## config.mk

```make
export PLATFORM = sky130hd
export DESIGN_NAME = ops_port
export DESIGN_NICKNAME = d
export VERILOG_FILES = /design/src/rtl/ops_pkg.sv /design/src/rtl/ops_buf.sv /design/src/rtl/ops_port.sv
export VERILOG_INCLUDE_DIRS = /design/src /design/src/rtl
export SDC_FILE = /design/constraint.sdc
export NUM_CORES = 1
export LEC_CHECK = 0
export BUFFER_PORTS_ARGS = -buffer_cell sky130_fd_sc_hd__buf_2
export CORE_ASPECT_RATIO = 1.4
export CORE_MARGIN = 4
export CORE_UTILIZATION = 23
export CTS_BUF_LIST = sky130_fd_sc_hd__clkbuf_4 sky130_fd_sc_hd__clkbuf_8 sky130_fd_sc_hd__clkbuf_16
export DETAILED_ROUTE_END_ITERATION = 8
export MAX_ROUTING_LAYER = met4
export PLACE_DENSITY = 0.44
export SLEW_MARGIN = 20
export SYNTH_ARGS = -nofsm -noshare
export SYNTH_HDL_FRONTEND = slang
export SYNTH_SLANG_ARGS = --single-unit
```

## constraint.sdc

```tcl
create_clock -name mclk -period 2.2 [get_ports mclk]
set_clock_uncertainty 0.1 [all_clocks]
set_input_delay 0.33 -clock mclk [delete_from_list [all_inputs] [get_ports mclk]]
set_output_delay 0.33 -clock mclk [all_outputs]
set_load 0.05 [all_outputs]
```

## src/rtl/ops_defs.svh

```systemverilog
// Constants for the conversion-result output port
`ifndef OPS_DEFS_SVH
`define OPS_DEFS_SVH
`define OPS_WORD_W       16
`define OPS_CLK_NS       10
`define OPS_SCLK_P0_NS   30
`define OPS_SCLK_P1_NS   60
`define OPS_SCLK_P2_NS   120
`define OPS_SCLK_P3_NS   240
`define OPS_PIN_DIV_LO   2
`define OPS_PIN_DIV_HI   3
`define OPS_PIN_SRC      4
`define OPS_PIN_HIZ_LO   5
`define OPS_BUF_DEPTH    2
`define OPS_OE_RST       16'hFFFF
`endif

```

## src/rtl/ops_pkg.sv

```systemverilog
// Types for the conversion-result output port
`default_nettype none
package ops_pkg;
	typedef enum logic [1:0] {
		S_IDLE,
		S_LOW,
		S_HIGH,
		S_SLAVE
	} ops_state_t;
	typedef logic [1:0] ops_div_t;
endpackage : ops_pkg
`default_nettype wire

```

## src/rtl/ops_buf.sv

```systemverilog
// Two-entry buffer in front of the output port
`timescale 1ns/10ps
`default_nettype none
module ops_buf #(
	parameter int W     = 16,
	parameter int DEPTH = 2
) (
	input  wire  logic         mclk,
	input  wire  logic         rst_n,
	input  wire  logic         ce,
	input  wire  logic [W-1:0] in_data,
	input  wire  logic         in_valid,
	output logic               in_ready,
	output logic [W-1:0]       out_data,
	output logic               out_valid,
	input  wire  logic         out_ready
);
	// ----------------------------------------
	// Storage
	// ----------------------------------------
	logic [W-1:0] mem_r [DEPTH];
	logic         wr_r;
	logic         rd_r;
	logic [1:0]   cnt_r;
	logic [1:0]   cnt_nxt;
	logic         push;
	logic         pop;

	if (DEPTH != 2 || W < 1) begin : g_bad_depth
		$error("ops_buf serves exactly two entries");
	end

	assign push     = in_valid && in_ready && ce;
	assign pop      = out_valid && out_ready && ce;
	assign out_data = mem_r[rd_r];

	always_comb begin
		cnt_nxt = cnt_r;
		if (push && !pop)
			cnt_nxt = cnt_r + 2'h1;
		else if (pop && !push)
			cnt_nxt = cnt_r - 2'h1;
	end

	always_ff @(posedge mclk) begin
		if (push)
			mem_r[wr_r] <= in_data;
	end

	// Flags registered so the source sees a clean ready
	always_ff @(posedge mclk or negedge rst_n) begin
		if (!rst_n) begin
			wr_r      <= 1'b0;
			rd_r      <= 1'b0;
			cnt_r     <= 2'h0;
			in_ready  <= 1'b0;
			out_valid <= 1'b0;
		end else if (ce) begin
			if (push)
				wr_r <= ~wr_r;
			if (pop)
				rd_r <= ~rd_r;
			cnt_r     <= cnt_nxt;
			in_ready  <= (cnt_nxt != 2'h2);
			out_valid <= (cnt_nxt != 2'h0);
		end
	end
endmodule : ops_buf
`default_nettype wire

```

## src/rtl/ops_port.sv

```systemverilog
// Mode selection and formatting of the conversion-result output port
`timescale 1ns/10ps
`default_nettype none
`include "ops_defs.svh"
module ops_port
	import ops_pkg::*;
#(
	parameter int W = `OPS_WORD_W
) (
	input  wire  logic         mclk,
	input  wire  logic         rst_n,
	input  wire  logic         ce,
	input  wire  logic         byte_order_select,
	input  wire  logic         output_code_format_select,
	input  wire  logic         serial_parallel_select,
	input  wire  logic         read_during_convert_select,
	input  wire  logic         convert_busy,
	input  wire  logic [W-1:0] result_data,
	input  wire  logic         result_valid,
	output logic               result_ready,
	input  wire  logic [W-1:0] data_bus_i,
	output logic [W-1:0]       data_bus_o,
	output logic [W-1:0]       data_bus_oe,
	input  wire  logic         cs_n,
	input  wire  logic         serial_data_clock_i,
	output logic               serial_data_clock_o,
	output logic               serial_data_clock_oe,
	output logic               serial_data_out,
	output logic               serial_data_out_oe
);
	localparam int BW = $clog2(W);
	localparam int P0 = (`OPS_SCLK_P0_NS + `OPS_CLK_NS - 1) / `OPS_CLK_NS;
	localparam int P1 = (`OPS_SCLK_P1_NS + `OPS_CLK_NS - 1) / `OPS_CLK_NS;
	localparam int P2 = (`OPS_SCLK_P2_NS + `OPS_CLK_NS - 1) / `OPS_CLK_NS;
	localparam int P3 = (`OPS_SCLK_P3_NS + `OPS_CLK_NS - 1) / `OPS_CLK_NS;

	if (W != 16) begin : g_bad_width
		$error("ops_port serves a 16-bit result only");
	end

	// ----------------------------------------
	// Reset release
	// ----------------------------------------
	logic rst_s1_r;
	logic rst_sync_n;

	always_ff @(posedge mclk or negedge rst_n) begin
		if (!rst_n) begin
			rst_s1_r   <= 1'b0;
			rst_sync_n <= 1'b0;
		end else begin
			rst_s1_r   <= 1'b1;
			rst_sync_n <= rst_s1_r;
		end
	end

	// ----------------------------------------
	// Buffer and mode decode
	// ----------------------------------------
	logic [W-1:0] buf_data;
	logic         buf_valid;
	logic         buf_pop;
	ops_state_t   state_r;
	logic         ser;
	logic         slave;
	logic         master;
	logic         rac;
	logic         start_ok;
	ops_div_t     div_sel;

	ops_buf #(.W(W), .DEPTH(`OPS_BUF_DEPTH)) u_buf (
		.mclk      (mclk),
		.rst_n     (rst_sync_n),
		.ce        (ce),
		.in_data   (result_data),
		.in_valid  (result_valid),
		.in_ready  (result_ready),
		.out_data  (buf_data),
		.out_valid (buf_valid),
		.out_ready (buf_pop)
	);

	assign ser    = serial_parallel_select;
	assign slave  = ser && data_bus_i[`OPS_PIN_SRC];
	assign master = ser && !data_bus_i[`OPS_PIN_SRC];
	assign rac    = master && !read_during_convert_select;
	assign start_ok = !cs_n && (slave || !rac || !convert_busy);
	assign buf_pop  = !ser || (state_r == S_IDLE && start_ok);
	assign div_sel = rac ? {data_bus_i[`OPS_PIN_DIV_HI],
		data_bus_i[`OPS_PIN_DIV_LO]} : 2'h0;

	function automatic logic [W-1:0] fmt(input logic [W-1:0] w,
		input logic bin);
		fmt = {bin ? w[W-1] : ~w[W-1], w[W-2:0]};
	endfunction : fmt

	// ----------------------------------------
	// Serial clock phase lengths
	// ----------------------------------------
	logic [5:0] per_cyc;
	logic [5:0] hi_cyc;
	logic [5:0] lo_cyc;

	// Period rounded up to whole cycles
	always_comb begin
		case (div_sel)
			2'h0:    per_cyc = 6'(P0);
			2'h1:    per_cyc = 6'(P1);
			2'h2:    per_cyc = 6'(P2);
			default: per_cyc = 6'(P3);
		endcase
		hi_cyc = (per_cyc + 6'h01) >> 1;
		lo_cyc = per_cyc - hi_cyc;
	end

	// ----------------------------------------
	// Parallel bus
	// ----------------------------------------
	logic [W-1:0] hold_r;
	logic [W-1:0] pw;
	logic [W-1:0] d_o_r;
	logic [W-1:0] d_oe_r;

	assign pw = fmt(hold_r, output_code_format_select);

	always_ff @(posedge mclk or negedge rst_sync_n) begin
		if (!rst_sync_n)
			hold_r <= '0;
		else if (ce && buf_valid && buf_pop)
			hold_r <= buf_data;
	end

	always_ff @(posedge mclk or negedge rst_sync_n) begin
		if (!rst_sync_n)
			d_o_r <= '0;
		else if (ce) begin
			if (ser)
				d_o_r <= {{(W-2){1'b0}}, pw[1:0]};
			else if (byte_order_select)
				d_o_r <= {pw[7:0], pw[15:8]};
			else
				d_o_r <= pw;
		end
	end

	always_ff @(posedge mclk or negedge rst_sync_n) begin
		if (!rst_sync_n)
			d_oe_r <= `OPS_OE_RST;
		else if (ce) begin
			d_oe_r <= ser ? {{(W-2){1'b0}}, 2'h3} : {W{1'b1}};
		end
	end

	// ----------------------------------------
	// Serial shifter
	// ----------------------------------------
	logic [W-1:0]  sh_r;
	logic [BW-1:0] bit_r;
	logic [5:0]    ph_r;
	logic          sclk_o_r;
	logic          sclk_oe_r;
	logic          sdo_r;
	logic          sdo_oe_r;
	logic          sclk_prev_r;
	logic          ext_rise;

	// Pin is taken as synchronous; previous sample finds the edge
	assign ext_rise = serial_data_clock_i && !sclk_prev_r;

	always_ff @(posedge mclk or negedge rst_sync_n) begin
		if (!rst_sync_n) begin
			state_r     <= S_IDLE;
			sh_r        <= '0;
			bit_r       <= '0;
			ph_r        <= 6'h00;
			sclk_o_r    <= 1'b0;
			sdo_r       <= 1'b0;
			sclk_prev_r <= 1'b0;
		end else if (ce) begin
			sclk_prev_r <= serial_data_clock_i;
			case (state_r)
				S_IDLE: begin
					sclk_o_r <= 1'b0;
					if (ser && buf_valid && start_ok) begin
						sh_r  <= fmt(buf_data, output_code_format_select);
						sdo_r <= output_code_format_select ?
							buf_data[W-1] : ~buf_data[W-1];
						bit_r <= BW'(W-1);
						ph_r  <= lo_cyc;
						state_r <= slave ? S_SLAVE : S_LOW;
					end
				end
				// Own clock, data changes on the falling edge
				S_LOW: begin
					if (cs_n)
						state_r <= S_IDLE;
					else if (ph_r <= 6'h01) begin
						sclk_o_r <= 1'b1;
						ph_r     <= hi_cyc;
						state_r  <= S_HIGH;
					end else
						ph_r <= ph_r - 6'h01;
				end
				S_HIGH: begin
					if (cs_n) begin
						sclk_o_r <= 1'b0;
						state_r  <= S_IDLE;
					end else if (ph_r <= 6'h01) begin
						sclk_o_r <= 1'b0;
						if (bit_r == '0)
							state_r <= S_IDLE;
						else begin
							sh_r    <= sh_r << 1;
							sdo_r   <= sh_r[W-2];
							bit_r   <= bit_r - BW'(1);
							ph_r    <= lo_cyc;
							state_r <= S_LOW;
						end
					end else
						ph_r <= ph_r - 6'h01;
				end
				// Host clock, gated by chip select
				S_SLAVE: begin
					if (cs_n)
						state_r <= S_IDLE;
					else if (ext_rise) begin
						if (bit_r == '0)
							state_r <= S_IDLE;
						else begin
							sh_r  <= sh_r << 1;
							sdo_r <= sh_r[W-2];
							bit_r <= bit_r - BW'(1);
						end
					end
				end
				default: state_r <= S_IDLE;
			endcase
		end
	end

	always_ff @(posedge mclk or negedge rst_sync_n) begin
		if (!rst_sync_n) begin
			sclk_oe_r <= 1'b0;
			sdo_oe_r  <= 1'b0;
		end else if (ce) begin
			// Clock pin driven only as master
			sclk_oe_r <= master && !cs_n;
			sdo_oe_r  <= ser && !cs_n;
		end
	end

	assign data_bus_o           = d_o_r;
	assign data_bus_oe          = d_oe_r;
	assign serial_data_clock_o  = sclk_o_r;
	assign serial_data_clock_oe = sclk_oe_r;
	assign serial_data_out      = sdo_r;
	assign serial_data_out_oe   = sdo_oe_r;
endmodule : ops_port
`default_nettype wire

```

; ---- Word level (Yosys, flattened, before mapping)
; Memory sizes are Yosys's and may differ from the RTL's.
; Cells that the tools add are included.
[totals]
mem_bits_rw = 32
ff_bits = 89
mem_count = 1
[classes]
magnitude_cmp = 1
n_reduce_logical = 42
mux = 55
bitwise = 4
n_eq_ne = 18
add_sub_neg = 6
[mem_list]
columns = name, words, word_bits, read_ports, rd_ports_with_merged_regs, wr, line
row1 = u_buf.mem_r, 2, 16, 1, 0, 1, ops_buf.sv:21  ; logic [W-1:0] mem_r [DEPTH];
[ops]
columns = cell, n
row1 = 16-bit 2-to-1 mux, 9
row2 = 16-bit one-hot mux with 3 select lines, 1
row3 = 6-bit 2-to-1 mux, 6
row4 = 2-bit 2-to-1 mux, 12
row5 = 4-bit 2-to-1 mux, 6
row6 = 1-bit logical AND, 18
row7 = 6-bit one-hot mux with 3 select lines, 1
row8 = 1-bit 2-to-1 mux, 15
row9 = 3-bit != test (second input constant), 5
row10 = 5-bit one-hot mux with 3 select lines, 1
row11 = 2-bit != test (second input constant), 7
row12 = 4-bit one-hot mux with 3 select lines, 1
row13 = 6-bit AND reduction, 2
row14 = 1-bit zero test, 9
row15 = 2-bit one-hot mux with 4 select lines, 1
row16 = 7-bit AND reduction, 1
row17 = 6-bit by 1-bit adder with 6-bit output (second input constant), 1
row18 = 2-bit equality test (second input constant), 3
row19 = 6-bit by 1-bit less-or-equal comparator with 1-bit output (second input constant), 1
row20 = 1-bit one-hot mux with 3 select lines, 2
row21 = 3-bit nonzero test, 2
row22 = 6-bit by 1-bit subtractor with 6-bit output (second input constant), 1
row23 = 6-bit by 5-bit subtractor with 6-bit output, 1
row24 = 5-bit AND reduction, 1
row25 = 11 further kinds, 19

; ---- Logic depth before layout (Yosys ltp)
[depth]
ltp_word = 15
mapped_depth = 9

; ---- By module
; A second synthesis with hierarchy kept.
[unflattened]
hier_cells = 429
area_unflattened_um2 = 5103.6
[by_module_without_submodules]
columns = mod, area_per_inst_um2, instances, cells_each, seq_area_each_um2
row1 = ops_port, 3533.4, 1, 333, 1677.9
row2 = ops_buf, 1570.3, 1, 96, 1111.1

; ---- Worst setup path before layout
; No wires, ideal clock.
[synth_timing]
path_type = flip-flop to flip-flop
from = register u_buf.in_ready
to = memory u_buf.mem_r[1][0] (enable)
path_buffers = 0
t_arrival_ns = 1.669
stages_incl_launch_ff = 3
path_slack_ns = 0.042
setup_ns = 0.389
t_required_ns = 1.711
path_cell_list = dfrtp_1 > nand3_1 > nor2_1
[synth_between]
elab_chain_cells = 4
[synth_lines]
columns = item, line
row1 = from (decl), ops_buf.sv:13  ; output logic in_ready,
row2 = from (signal assigned), ops_buf.sv:64  ; in_ready <= (cnt_nxt != 2'h2);
row3 = 1-bit logical AND (2 in a row), ops_buf.sv:33  ; assign push = in_valid && in_ready && ce;
row4 = 1-bit 2-to-1 mux, ops_buf.sv:46  ; if (push)
row5 = 1-bit 2-to-1 mux (not written as such), ops_buf.sv:47  ; mem_r[wr_r] <= in_data;
row6 = to (decl), ops_buf.sv:21
; No other way between the ends.

; ---- Worst setup path in the final report
[layout_timing]
from = register ph_r[3]
to = register ph_r[0]
[layout_between]
elab_chain_cells = 4
elab_cells_between_ends = 8
cone_classes = 1 x order compare / 1 x eq/ne / 5 x mux / 1 x reduce/logical
[layout_lines]
columns = item, line
row1 = from (decl), ops_port.sv:159  ; logic [5:0] ph_r;
row2 = from (signal assigned), ops_port.sv:189  ; ph_r <= lo_cyc;
row3 = from (signal assigned), ops_port.sv:199  ; ph_r <= hi_cyc;
row4 = from (signal assigned), ops_port.sv:202  ; ph_r <= ph_r - 6'h01;
row5 = 6-bit by 1-bit less-or-equal comparator with 1-bit output (*), "ops_port.sv:197, ops_port.sv:208"
row6 = 6-bit 2-to-1 mux (on tied branches), "ops_port.sv:208, ops_port.sv:197"
row7 = 6-bit 2-to-1 mux (on tied branches), "ops_port.sv:205, ops_port.sv:195"
row8 = 6-bit one-hot mux with 3 select lines, ops_port.sv:181  ; case (state_r)
; Every way passes the cells marked *; elsewhere a longest branch is shown, timed or not. The select of a mux whose other input is x is not followed.
; A chain may end at the register's enable or synchronous reset.

==> summary.md <==
| Metric | Value |
|---|---|
| Hold crit path type | input pin to flip-flop |
| R2r setup slk | 80 ps |
| TritonCTS buffer count | 9 |
| Critical path's most frequent cell | or3_4 |
| Portion of the post-synthesis area used by sequential elements | 0.550 |
| Buffer and inverter count on the worst path | 0 |
| Die W | around 130 µm |
| Vias after detailed routing | 3,603 |
| Placeable Area | 21,800 µm² |
| Post-layout net count | 597 |
| Routability congestion estimate | 0.793 |
| Post-Synthesis Cells | 474 |
| Total power | 8140 µW |
| Remaining antenna violation count after routing | 0 |
| Final-report setup violation count | 0 |
| All-Layer GR Usage | 0.0969 |
| Top cells by area, synth | dfrtp_1 (36%), edfxtp_1 (19%), mux2i_1 (6.9%), a21oi_1 (4.0%), nor2_1 (3.7%) |
| Setup repair after global routing missed its margin | yes |
| Number of placed cells counting well taps | 827 |
| Largest delay share family, worst path | simple AND/OR/NAND/NOR gates |
| Avg Inst Size Synth | 10.7 µm² |
| Buffers from clock root to sink, at most | 2 |
| Starting density of the core | 0.233 |
| Post-synthesis async set-or-reset flop share | 0.695 |
| Die height | 184 µm |
| Diode insertion count for antenna repair | 0 |
| Worst max-slew margin expressed relative to the limit | 0.591 |
| Time the final worst path needs with I/O delays and setup | approximately 2100 ps |
| Post-route fraction of the period consumed by the critical path | 0.965 |
| Number of DRC violations after detailed routing | 0 |
| Number of max-slew violations in the final report | 0 |
| Synth warnings | 0 |
| Via/cell ratio | about 4.3 |
| Number of enable-type register cells in the synthesized netlist | 32 |
| Critical path launch point type | flip-flop |
| Number of antenna violations at the first check in global routing | 0 |
| Most area-hungry cell type in the Yosys netlist | dfrtp_1 |
| DRC violation total after the first TritonRoute iteration | about 160 |
| Count of input and output buffers | 64 |
| Least-Margin Pin Slew | 613 ps |
| Post-DP HPWL | 8250 µm |
| Run status | completed |
| Netlist Area Pre-Place | about 5000 µm² |
| Max Cap Viol | 0 |
| Clock-pin slew on the worst setup and hold paths | 80 ps |
| Critical path capture point type | flip-flop |
| Fraction of final layout cells with drive strength greater than 1 | 0.241 |
| Number of global-route vias before repair | approximately 3,600 |
| Critical hold path startpoint | result_data[7] |
| Growth of design area from synthesis to finish | 22.1% |
| Final count of hold timing violations | 0 |
| Die Outline Area | roughly 25,000 µm² |
| Lkg Pwr | 0.00267 µW |
| Core utilization of the finished layout | 0.284 |
| CTS sink cnt | 105 |
| Number of placement rows | 64 |
| Worst path arrival time | around 2300 ps |
| Max H-tree Level | 3 |
| Worst Path Required | ~2300 ps |
| Grt ovf | 0 |
| Register bit total from synthesis | 105 |
| Worst Setup Path Type | flip-flop to flip-flop |
| Post-layout instance count excluding filler cells | 844 |
| Wire length after detailed routing | between 10,000 and 15,000 µm |
| Top-area cell type share of the netlist area | 0.355 |
| Routed WL per cell | 13.2 µm |
| Power density over the cells | 1310 nW/µm² |
| Global-route wire length before repair | ~19,000 µm |
| Standard cell with the maximum stage delay on the critical path | or3_4 |
| CTS tree | built |
| Worst-skew pair later-pin latency | 350 ps |
| Commonest register cell after synthesis | dfrtp_1 |
| Clock root buffer | clkbuf_16 |
| Beginning of the critical path | ph_r[3] |
| Worst ir drop on vdd | 389 µV |
| Cells along the critical path | or3_4 -> or3_4 -> o211ai_2 -> mux2_2 |
| Largest net degree at the start of global routing | 72 |
| Final TNS setup | 0 ps |
| Delay contributed by the slowest stage of the critical path | 430 ps |
| Crit-path max FO | 6 |
| Number of I/O pins | 80 |
| Highest clock rate | 0.471 GHz |
| Synth unique cells | 55 |
| Worst reg2reg startpoint | ph_r[3] |
| Number of iterations in the first detailed-routing pass | 4 |
## logic make-up (layout without fill, tap and decap cells)
family,count (synthesis),after routing,share of synthesized area
muxes,41,41,0.0824
adders and majority gates,12,12,0.0296
buffers and inverters,70,141,0.0671
xor gates and xnor gates,12,12,0.0207
and+or+nand+nor,120,120,0.113
AOI/OAI and AO/OA,113,113,0.136
DFF,105,105,0.550
other,1,3,0.000740
## cell usage after synthesis (all sizes together) (2+ instances only)
cell type,n
a211oi,3
a21boi,2
a21oi,42
a2bb2oi,2
a311oi,3
a31oi,4
buf,24
clkbuf,17
dfrtp,72
edfxtp,32
ha,12
inv,29
mux2,6
mux2i,35
nand2,26
nand2b,7
nand3,8
nand4,2
nor2,50
nor2b,2
nor3,10
nor3b,5
o21a,3
o21ai,28
o22ai,16
o41ai,2
or2,2
or3,2
xnor2,10
xor2,2
## flip-flops by register name (all words and copies together) (netlist names), 2 cells and up
signal,count
u_buf.mem_r,32
data_bus_o,16
hold_r,16
sh_r,16
ph_r,6
bit_r,4
state_r,2
u_buf.cnt_r,2
## final timing paths
check,cells after the start,to
min reg2reg,1,hold_r[4]
min,1,u_buf.mem_r[1][7]
max reg2reg,4,ph_r[0]
max,4,ph_r[0]
min in group asynchronous,2,rst_s1_r
max in group asynchronous,1,data_bus_oe[14]
## where the power goes
part           switching [µW]  internal, µW
Combinational            2070          1350
Clock                     761           929
Sequential                418          2610
Total                    3250          4890
## final cells by class
class / count / area (µm²)
Sequential cell: 105 / 2790
Clock buffer: 10 / 233
Tap cell: 297 / 372
Inverter: 29 / 109
Timing Repair Buffer: 96 / 621
Multi-Input combinational cell: 301 / 1980
Clock inverter: 6 / 81.3
Fill cell: 2346 / 15600
## layout by cell type (no fill, tap or decap), types with 7 or more instances in the layout
| cell type | count |
|---|---|
| nand2_1 | 26 |
| nand2b_1 | 7 |
| edfxtp_1 | 32 |
| ha_1 | 12 |
| nor3_1 | 9 |
| o21ai_0 | 8 |
| inv_1 | 29 |
| clkbuf_16 | 9 |
| o21ai_1 | 20 |
| o22ai_1 | 16 |
| dfrtp_1 | 71 |
| nand3_1 | 8 |
| buf_2 | 64 |
| mux2i_1 | 35 |
| nor2_1 | 50 |
| xnor2_1 | 10 |
| buf_4 | 25 |
| a21oi_1 | 41 |
## stage by stage
stage	hold WS, ps	setup WS, ps	instance area [µm²]
CTS	48.8	29.5	6150
floorplan	-65.6	42.5	5080
global route	47.6	1.67	6190
global placement	15.6	46.5	5830
detailed placement	19.5	40.2	5830
finish	66.0	76.5	6190
## what timing repair did
item	in CTS	in global routing
hold endpoints to repair	2	0
buffers inserted	0	0
endpoints found under the setup margin	0	24
hold buffers	1	0
gates resized for setup	0	6
## routing by layer
metal	track usage	share of wire	wire length [µm]	up-vias
li1	-	-	-	1785
met1	0.126	0.48	5280	1737
met2	0.153	0.48	5340	70
met3	0.0170	0.032	361	11
met4	0.0346	0.011	126	0
met5	-	0	0	-
No activity file was read; power rests on OpenSTA's default activity.
